==> config.mk <==
export PLATFORM = sky130hd
export DESIGN_NAME = ifs_top
export DESIGN_NICKNAME = d
export VERILOG_FILES = /design/src/pkg/ifs_pkg.sv /design/src/core/ifs_top.sv /design/src/core/ifs_edge_det.sv
export SDC_FILE = /design/constraint.sdc
export NUM_CORES = 1
export LEC_CHECK = 0
export ABC_AREA = 1
export BUFFER_PORTS_ARGS = -buffer_cell sky130_fd_sc_hd__buf_2
export CAP_MARGIN = 5
export CORE_MARGIN = 10
export CORE_UTILIZATION = 35
export CTS_BUF_LIST = sky130_fd_sc_hd__clkbuf_8
export DETAILED_ROUTE_END_ITERATION = 10
export PLACE_DENSITY = 0.54
export SETUP_SLACK_MARGIN = 0.5
export SYNTH_ARGS = -nofsm -noshare
export SYNTH_HDL_FRONTEND = slang
export SYNTH_SLANG_ARGS = --single-unit
==> constraint.sdc <==
create_clock -name core_clk_in -period 5 [get_ports core_clk_in]
set_input_delay 0.5 -clock core_clk_in [delete_from_list [all_inputs] [get_ports core_clk_in]]
set_output_delay 0.5 -clock core_clk_in [all_outputs]
set_load 0.02 [all_outputs]
==> src/pkg/ifs_pkg.sv <==
/*
  Constants for the interrupt flag block and its supply monitor control:
  register indices, bit positions, masks, reset values, edge modes and the
  detection delay.
  Assumes a single 25 MHz core clock and byte-wide register access.
*/
package ifs_pkg;

  // ****************************************************************
  // register indices in the special purpose data memory window
  // ****************************************************************
  localparam int          ADDR_W        = 4;
  localparam int          NUM_CTRL      = 6;
  localparam logic [3:0]  IDX_CTRL0     = 4'h0;
  localparam logic [3:0]  IDX_CTRL1     = 4'h1;
  localparam logic [3:0]  IDX_CTRL2     = 4'h2;
  localparam logic [3:0]  IDX_CTRL3     = 4'h3;
  localparam logic [3:0]  IDX_SHARED0   = 4'h4;
  localparam logic [3:0]  IDX_SHARED1   = 4'h5;
  localparam logic [3:0]  IDX_MON_CTRL  = 4'h6;
  localparam logic [3:0]  IDX_EDGE_SEL  = 4'h7;

  // ****************************************************************
  // per register masks, packed with control 0 in the low byte
  // ****************************************************************
  localparam logic [47:0] IMPL_MASK     = 48'hFF_FF_33_FF_FF_7F;
  localparam logic [47:0] FLAG_MASK     = 48'hF0_F0_30_F0_F0_70;
  localparam logic [47:0] EXT_SRC_MASK  = 48'hF0_F0_30_60_E0_20;
  localparam logic [7:0]  REG_RESET     = 8'h00;

  // ****************************************************************
  // bit positions
  // ****************************************************************
  localparam int          BIT_GLOBAL_EN = 0;
  localparam int          BIT_PIN0_FLAG = 4;
  localparam int          BIT_MF0_FLAG  = 6;
  localparam int          BIT_MF1_FLAG  = 4;
  localparam int          BIT_PIN1_FLAG = 4;
  localparam int          BIT_MON_FLAG  = 7;
  localparam int          BIT_MON_EN    = 4;
  localparam int          BIT_LOW_STAT  = 5;
  localparam logic [7:0]  MON_WMASK     = 8'h17;
  localparam logic [7:0]  EDGE_WMASK    = 8'h0F;

  // ****************************************************************
  // edge modes and monitor states
  // ****************************************************************
  typedef enum logic [1:0] {
    IFS_EDGE_OFF  = 2'h0,
    IFS_EDGE_RISE = 2'h1,
    IFS_EDGE_FALL = 2'h2,
    IFS_EDGE_BOTH = 2'h3
  } ifs_edge_t;

  typedef enum {
    MON_OFF,
    MON_WATCH,
    MON_DELAY,
    MON_FIRED
  } ifs_mon_state_t;

  // ****************************************************************
  // timing
  // ****************************************************************
  localparam int          CLK_PERIOD_NS   = 40;
  localparam int          DETECT_DELAY_NS = 60000;
  localparam int          DETECT_DELAY_CYC =
    (DETECT_DELAY_NS + CLK_PERIOD_NS - 1) / CLK_PERIOD_NS;

endpackage

==> src/core/ifs_top.sv <==
/*
  Interrupt enable and request flag registers with the digital control of
  the supply monitor, reached through a byte-wide data memory port.
  Assumes all inputs synchronous to core_clk_in; the analog comparator and
  the core's vectoring logic sit outside.
*/
// Overview of operation
// - three-bit code picks one of eight trip levels
// - status flag high while supply below trip level
// - enable bit powers detector on, clear powers off
// - status read-only; bits 7, 6, 3 read zero
// - sleep mode forces the detector off
// - monitor flag set after fixed delay from status
// - monitor flag rising wakes device from idle
// - four primary, two shared, one edge register
// - each source has own enable and flag
// - two external pins plus internal request sources
// - pin 1 edge field: off, rise, fall, both
// - pin 0 edge field same; bits 7..4 zero
// - flag interrupts only when its enable set
// - global enable clear blocks every interrupt
// - servicing clears global enable, flags still latch
`timescale 1ns/1ns
`default_nettype none
module ifs_top #(
  parameter int DELAY_CYC = ifs_pkg::DETECT_DELAY_CYC
) (
  input  wire logic                       core_clk_in,
  input  wire logic                       rst_in,
  input  wire logic [ifs_pkg::ADDR_W-1:0] reg_addr_in,
  input  wire logic                       reg_wr_in,
  input  wire logic [7:0]                 reg_wdata_in,
  input  wire logic                       reg_rd_in,
  input  wire logic                       ext_irq_pin_0_in,
  input  wire logic                       ext_irq_pin_1_in,
  input  wire logic [47:0]                src_req_in,
  input  wire logic                       low_supply_cmp_in,
  input  wire logic                       sleep_in,
  input  wire logic                       idle_in,
  input  wire logic                       irq_ack_in,
  output logic [7:0]                      reg_rdata_out,
  output logic                            monitor_on_out,
  output logic [2:0]                      trip_level_select_out,
  output logic                            irq_pending_out,
  output logic                            idle_wake_out
);

  // ****************************************************************
  // storage
  // ****************************************************************
  logic [7:0]             ctrl_reg [0:ifs_pkg::NUM_CTRL-1];
  logic [7:0]             ctrl_next [0:ifs_pkg::NUM_CTRL-1];
  logic [2:0]             trip_level_reg;
  logic                   monitor_enable_reg;
  logic                   monitor_on_reg;
  logic                   low_supply_status_reg;
  logic [3:0]             edge_sel_reg;
  logic [15:0]            delay_cnt_reg;
  ifs_pkg::ifs_mon_state_t mon_state_reg;
  logic [47:0]            int_set;
  logic                   pin0_edge;
  logic                   pin1_edge;
  logic                   mon_flag_hw;
  logic                   mf0_any;
  logic                   mf1_any;
  logic                   pend_any;

  function automatic logic addr_hit(input logic [3:0] addr,
                                    input logic [3:0] idx);
    addr_hit = (addr == idx);
  endfunction

  // ****************************************************************
  // external pins
  // ****************************************************************
  ifs_edge_det u_pin0 (
    .clk_in   (core_clk_in),
    .rst_in   (rst_in),
    .pin_in   (ext_irq_pin_0_in),
    .mode_in  (edge_sel_reg[1:0]),
    .edge_out (pin0_edge)
  );

  ifs_edge_det u_pin1 (
    .clk_in   (core_clk_in),
    .rst_in   (rst_in),
    .pin_in   (ext_irq_pin_1_in),
    .mode_in  (edge_sel_reg[3:2]),
    .edge_out (pin1_edge)
  );

  // ****************************************************************
  // request flags and enables
  // ****************************************************************
  assign mf0_any = |(ctrl_reg[4][7:4] & ctrl_reg[4][3:0]);
  assign mf1_any = |(ctrl_reg[5][7:4] & ctrl_reg[5][3:0]);

  // internal sources: pins, shared vectors and the monitor
  always_comb begin
    int_set = 48'h0;
    int_set[ifs_pkg::BIT_PIN0_FLAG] = pin0_edge;
    int_set[ifs_pkg::BIT_MF0_FLAG] = mf0_any;
    int_set[8 + ifs_pkg::BIT_MF1_FLAG] = mf1_any;
    int_set[16 + ifs_pkg::BIT_PIN1_FLAG] = pin1_edge;
    int_set[16 + ifs_pkg::BIT_MON_FLAG] = mon_flag_hw;
  end

  generate
    for (genvar g = 0; g < ifs_pkg::NUM_CTRL; g++) begin : g_ctrl
      logic [7:0] hw_set;
      logic [7:0] base;
      logic       hit;
      assign hit = reg_wr_in && addr_hit(reg_addr_in, 4'(g));
      assign hw_set = (src_req_in[g*8 +: 8]
                       & ifs_pkg::EXT_SRC_MASK[g*8 +: 8])
                      | int_set[g*8 +: 8];
      assign base = hit ? reg_wdata_in : ctrl_reg[g];

      // set wins over a write of zero
      always_comb begin
        ctrl_next[g] = (base | hw_set) & ifs_pkg::IMPL_MASK[g*8 +: 8];
        if (g == 0 && irq_ack_in) begin
          ctrl_next[g][ifs_pkg::BIT_GLOBAL_EN] = 1'b0;
        end
      end

      always_ff @(posedge core_clk_in or posedge rst_in) begin
        if (rst_in) begin
          ctrl_reg[g] <= ifs_pkg::REG_RESET;
        end else begin
          ctrl_reg[g] <= ctrl_next[g];
        end
      end
    end
  endgenerate

  // ****************************************************************
  // interrupt request to the core
  // ****************************************************************
  assign pend_any = (|(ctrl_reg[0][6:4] & ctrl_reg[0][3:1]))
                  | (|(ctrl_reg[1][7:4] & ctrl_reg[1][3:0]))
                  | (|(ctrl_reg[2][7:4] & ctrl_reg[2][3:0]))
                  | (|(ctrl_reg[3][7:4] & ctrl_reg[3][3:0]));

  always_ff @(posedge core_clk_in or posedge rst_in) begin
    if (rst_in) begin
      irq_pending_out <= 1'b0;
    end else begin
      irq_pending_out <= ctrl_next[0][ifs_pkg::BIT_GLOBAL_EN]
                         & pend_any & ~irq_ack_in;
    end
  end

  // ****************************************************************
  // edge select and monitor control registers
  // ****************************************************************
  always_ff @(posedge core_clk_in or posedge rst_in) begin
    if (rst_in) begin
      edge_sel_reg <= 4'h0;
    end else if (reg_wr_in
                 && addr_hit(reg_addr_in, ifs_pkg::IDX_EDGE_SEL)) begin
      edge_sel_reg <= reg_wdata_in[3:0] & ifs_pkg::EDGE_WMASK[3:0];
    end
  end

  always_ff @(posedge core_clk_in or posedge rst_in) begin
    if (rst_in) begin
      trip_level_reg     <= 3'h0;
      monitor_enable_reg <= 1'b0;
    end else if (reg_wr_in
                 && addr_hit(reg_addr_in, ifs_pkg::IDX_MON_CTRL)) begin
      trip_level_reg     <= reg_wdata_in[2:0];
      monitor_enable_reg <= reg_wdata_in[ifs_pkg::BIT_MON_EN];
    end
  end

  assign trip_level_select_out = trip_level_reg;

  // detector power follows enable, forced off in sleep
  always_ff @(posedge core_clk_in or posedge rst_in) begin
    if (rst_in) begin
      monitor_on_reg <= 1'b0;
    end else begin
      monitor_on_reg <= monitor_enable_reg & ~sleep_in;
    end
  end

  assign monitor_on_out = monitor_on_reg;

  // status reads low from the cycle after the detector is off
  always_ff @(posedge core_clk_in or posedge rst_in) begin
    if (rst_in) begin
      low_supply_status_reg <= 1'b0;
    end else begin
      low_supply_status_reg <= monitor_on_reg & low_supply_cmp_in;
    end
  end

  // ****************************************************************
  // detection delay
  // ****************************************************************
  assign mon_flag_hw = (mon_state_reg == ifs_pkg::MON_DELAY) && monitor_on_reg
                    && low_supply_status_reg
                    && (delay_cnt_reg == 16'(DELAY_CYC - 1));
  logic [15:0] low_run_reg;
  always_ff @(posedge core_clk_in or posedge rst_in) begin
    if (rst_in) begin
      low_run_reg <= 16'h0000;
    end else if (low_supply_status_reg) begin
      low_run_reg <= low_run_reg + 16'h0001;
    end else begin
      low_run_reg <= 16'h0000;
    end
  end

  always_ff @(posedge core_clk_in or posedge rst_in) begin
    if (rst_in) begin
      mon_state_reg <= ifs_pkg::MON_OFF;
      delay_cnt_reg <= 16'h0000;
    end else begin
      case (mon_state_reg)
        ifs_pkg::MON_OFF: begin
          if (monitor_on_reg) begin
            mon_state_reg <= ifs_pkg::MON_WATCH;
          end
        end
        ifs_pkg::MON_WATCH: begin
          delay_cnt_reg <= 16'h0000;
          if (!monitor_on_reg) begin
            mon_state_reg <= ifs_pkg::MON_OFF;
          end else if (low_supply_status_reg) begin
            mon_state_reg <= ifs_pkg::MON_DELAY;
          end
        end
        ifs_pkg::MON_DELAY: begin
          if (!monitor_on_reg) begin
            mon_state_reg <= ifs_pkg::MON_OFF;
          end else if (!low_supply_status_reg) begin
            mon_state_reg <= ifs_pkg::MON_WATCH;
          end else if (mon_flag_hw) begin
            mon_state_reg <= ifs_pkg::MON_FIRED;
          end else begin
            delay_cnt_reg <= delay_cnt_reg + 16'h0001;
          end
        end
        ifs_pkg::MON_FIRED: begin
          if (!monitor_on_reg) begin
            mon_state_reg <= ifs_pkg::MON_OFF;
          end else if (!low_supply_status_reg) begin
            mon_state_reg <= ifs_pkg::MON_WATCH;
          end
        end
        default: begin
          mon_state_reg <= ifs_pkg::MON_OFF;
        end
      endcase
    end
  end

  // a flag preset by software never rises, so no wake
  always_ff @(posedge core_clk_in or posedge rst_in) begin
    if (rst_in) begin
      idle_wake_out <= 1'b0;
    end else begin
      idle_wake_out <= idle_in & ~ctrl_reg[2][ifs_pkg::BIT_MON_FLAG]
                       & ctrl_next[2][ifs_pkg::BIT_MON_FLAG];
    end
  end

  // ****************************************************************
  // read port
  // ****************************************************************
  always_ff @(posedge core_clk_in or posedge rst_in) begin
    if (rst_in) begin
      reg_rdata_out <= 8'h00;
    end else if (!reg_rd_in) begin
      reg_rdata_out <= 8'h00;
    end else if (reg_addr_in < 4'(ifs_pkg::NUM_CTRL)) begin
      reg_rdata_out <= ctrl_reg[reg_addr_in[2:0]];
    end else if (addr_hit(reg_addr_in, ifs_pkg::IDX_MON_CTRL)) begin
      reg_rdata_out <= {2'b00, low_supply_status_reg, monitor_enable_reg,
                        1'b0, trip_level_reg};
    end else if (addr_hit(reg_addr_in, ifs_pkg::IDX_EDGE_SEL)) begin
      reg_rdata_out <= {4'h0, edge_sel_reg};
    end else begin
      reg_rdata_out <= 8'h00;
    end
  end
endmodule
`default_nettype wire

==> src/core/ifs_edge_det.sv <==
/*
  Edge detector for one external interrupt pin with a two-bit mode.
  Assumes the pin is already synchronous to the core clock.
*/
`timescale 1ns/1ns
`default_nettype none
module ifs_edge_det (
  input  wire logic       clk_in,
  input  wire logic       rst_in,
  input  wire logic       pin_in,
  input  wire logic [1:0] mode_in,
  output logic            edge_out
);

  logic pin_prev_reg;

  always_ff @(posedge clk_in or posedge rst_in) begin
    if (rst_in) begin
      pin_prev_reg <= 1'b0;
    end else begin
      pin_prev_reg <= pin_in;
    end
  end

  always_comb begin
    case (ifs_pkg::ifs_edge_t'(mode_in))
      ifs_pkg::IFS_EDGE_RISE: begin
        edge_out = pin_in & ~pin_prev_reg;
      end
      ifs_pkg::IFS_EDGE_FALL: begin
        edge_out = ~pin_in & pin_prev_reg;
      end
      ifs_pkg::IFS_EDGE_BOTH: begin
        edge_out = pin_in ^ pin_prev_reg;
      end
      default: begin
        edge_out = 1'b0;
      end
    endcase
  end

endmodule
`default_nettype wire

==> metrics.yaml <==
grt_max_degree: 48
clock-sinks: 83
dieArea_um2: 17700
synth_nets: 656
worstPathArrival_ns: 2.34
post_cts_buffers: 0
synth_edf_count: 0
ctsResizeCount: 0
irDropWorstVdd_mv: 0.187
slew_headroom_pct: 55.6
detail_route.wl_per_cell_um: 15.1
cts_tree: "yes"
synth.largest_area_cell: "dfrtp_1"
period_needed_ns: 2.07
grtUsageTotal_pct: 14.2
p_seq_share_pct: 48.9
worstPathRequired_ns: 5.27
port_buffers: 51
synth_area_um2: 4470
path_clk_slew_ns: 0.08
drt-vias-per-instance: 4.86
tightest_slew_ns: 0.665
clock-root-buffer: "clkbuf_8"
start_util_pct: 35.5
syn_inst: 581
final_net_count: 706
min_period_over_period_pct: 41.4
overflow: 0
ys_ff_latch: 83
yosys.area.top_type_share_pct: 46.5
fin_ws_ns: 2.93
finalSetupViolCount: 0
antenna_found_initial: 0
fillerInstances: 1341
slew_viol_final: 0
hold_class: "in2async"
grt_first_pass_wirelength_mm: 20.0
vias: 3930
cts-buffers-inserted: 9
die_x_um: 133
skew_ns: 0.00908
status: "complete, no violations"
largest_reg_flops: 43
dp_worst_setup_slack_ns: 2.91
synthTopCellsByArea: "dfrtp_1 (46%), nand2_1 (13%), o21ai_0 (6.5%)"
path_class: "reg2reg"
io_pins: 84
rsz0062_at_grt: "no"
first_iter_violations: 366
p_per_area_nw_per_um2: 323
clkLatencyLatePin_ns: 0.37
max_freq_ghz: 0.484
avgSynthCellArea_um2: 7.69
hold_buffers: 0
drt_wl_total_mm: 12.2
diodes: 0
first_global_vias: 3765
switching_share_pct: 32.0
combPwrFrac_pct: 19.5
placementRows: 41
finalSetupTns_ns: 0
drt_pre_antenna_iters: 5
core_um2: 12600
synth.yosys.seq_area_share_pct: 46.5
cts.htree.levels: 3
cp-start-kind: "flip-flop"
drive_gt1_share_pct: 16.7
critical_path.endpoint_type: "flip-flop"
die_h_um: 133
final_antenna_net_count: 0
ys_types: 34
p_leak_nw: 2.48
yosys_warnings: 0
gp_congestion: 0.862
cts_buffer_depth: 2
switching_power_uw: 523
area_growth_pct: 13.3
intPower_mw: 1.11
post-route-drc-count: 0
hold_violations: 0
ys.flop_type: "dfrtp_1"
clock_power_share_pct: 31.6
path_max_fanout: 26
place_hpwl_mm: 9.14
maxCapViolations: 0
ys_async_sr_fraction_pct: 100
[placed cells by master (no fill, tap or decap), drive strengths merged, types with 2 or more instances in the layout]
master	n
o21ai	70
nand3	32
inv	80
nand4	8
o21bai	3
clkbuf	12
xnor2	2
buf	52
clkinv	3
dfrtp	83
o211ai	3
nor3	5
nor2	57
xor2	4
a22oi	4
nand2	162
o22ai	4
a21oi	39
ha	5
or2	2
[per-stage QoR]
stage	total power, mW	instance area, um^2	std cells	hold slack (ns)	utilization [%]
after floorplan	1.06	4470	581	0.453	-
after global placement	1.13	4850	792	0.472	38.6
after detailed placement	1.13	4850	792	0.476	38.6
after CTS	1.66	5060	808	0.195	40.3
after global routing	1.74	5060	808	0.228	40.3
final	1.64	5060	808	0.189	40.3
[routing by layer]
layer / share of wire (%) / up-vias / wire, um / GRT usage, %
met5: 0 / - / 0 / 0
li1: - / 1966 / - / -
met2: 45 / 119 / 5500 / 21.6
met1: 47 / 1828 / 5750 / 19.0
met3: 5.9 / 17 / 714 / 3.37
met4: 1.8 / 0 / 222 / 5.38
[cells in the mapped netlist, drive strengths merged, types with 3 or more instances]
cell type / instances
o211ai: 3
o21ai: 70
nand4: 8
nor3: 5
o21bai: 3
nor2: 57
a22oi: 4
ha: 5
buf: 13
dfrtp: 83
a21oi: 39
inv: 81
nand2: 162
o22ai: 4
xor2: 4
nand3: 32
[path summary, 6_finish.rpt]
| path | endpoint | slack [ns] | cells after the start | from |
|---|---|---|---|---|
| max in group asynchronous | mon_state_reg[1] | 3.76 | 3 | rst_in |
| setup / recovery | delay_cnt_reg[3] | 2.93 | 6 | mon_state_reg[0] |
| hold / removal | reg_rdata_out[6] | 0.19 | 2 | rst_in |
| setup reg to reg | delay_cnt_reg[3] | 2.93 | 6 | mon_state_reg[0] |
| min in group core_clk_in | u_pin0.pin_prev_reg | 0.27 | 1 | ext_irq_pin_0_in |
| hold reg to reg | ctrl_reg[0] | 0.50 | 2 | ctrl_reg[0] |
[cells by family after synthesis]
family	count (synthesis)	share of synthesized area [%]
AND/OR/NAND/NOR	267	26.1
AO/OA/AOI/OAI	126	15.9
buffers and inverters	94	8.99
flip-flops	83	46.5
XOR/XNOR	6	1.18
adder cells (fa/ha/maj)	5	1.40
[layout make-up]
type	count	area, um^2	share of cell area (%)
repair buffers	52	263	5.19
inverters	81	305	6.03
clock inverters	4	47.5	0.939
clock buffers	12	165	3.26
multi-input cells	404	1990	39.3
well taps	172	215	4.25
flip-flops and latches	83	2080	41.0
[worst max-delay path, stage by stage, from the launching register on]
cell,delay [ns]
dfrtp_1,0.45
nor2_2,0.51
o21ai_0,0.29
nand3_4,0.38
inv_1,0.19
nand2_1,0.10
nand2_1,0.05
[power groups by stage]
stage                     Clock, mW  Sequential [mW]  Combinational, mW
final                         0.517            0.800              0.318
after floorplan                   0            0.810              0.246
after global placement            0            0.810              0.316
after CTS                     0.538            0.799              0.322
after global routing          0.566            0.811              0.363
after detailed placement          0            0.811              0.322
No activity file was read; power rests on OpenSTA's default activity.
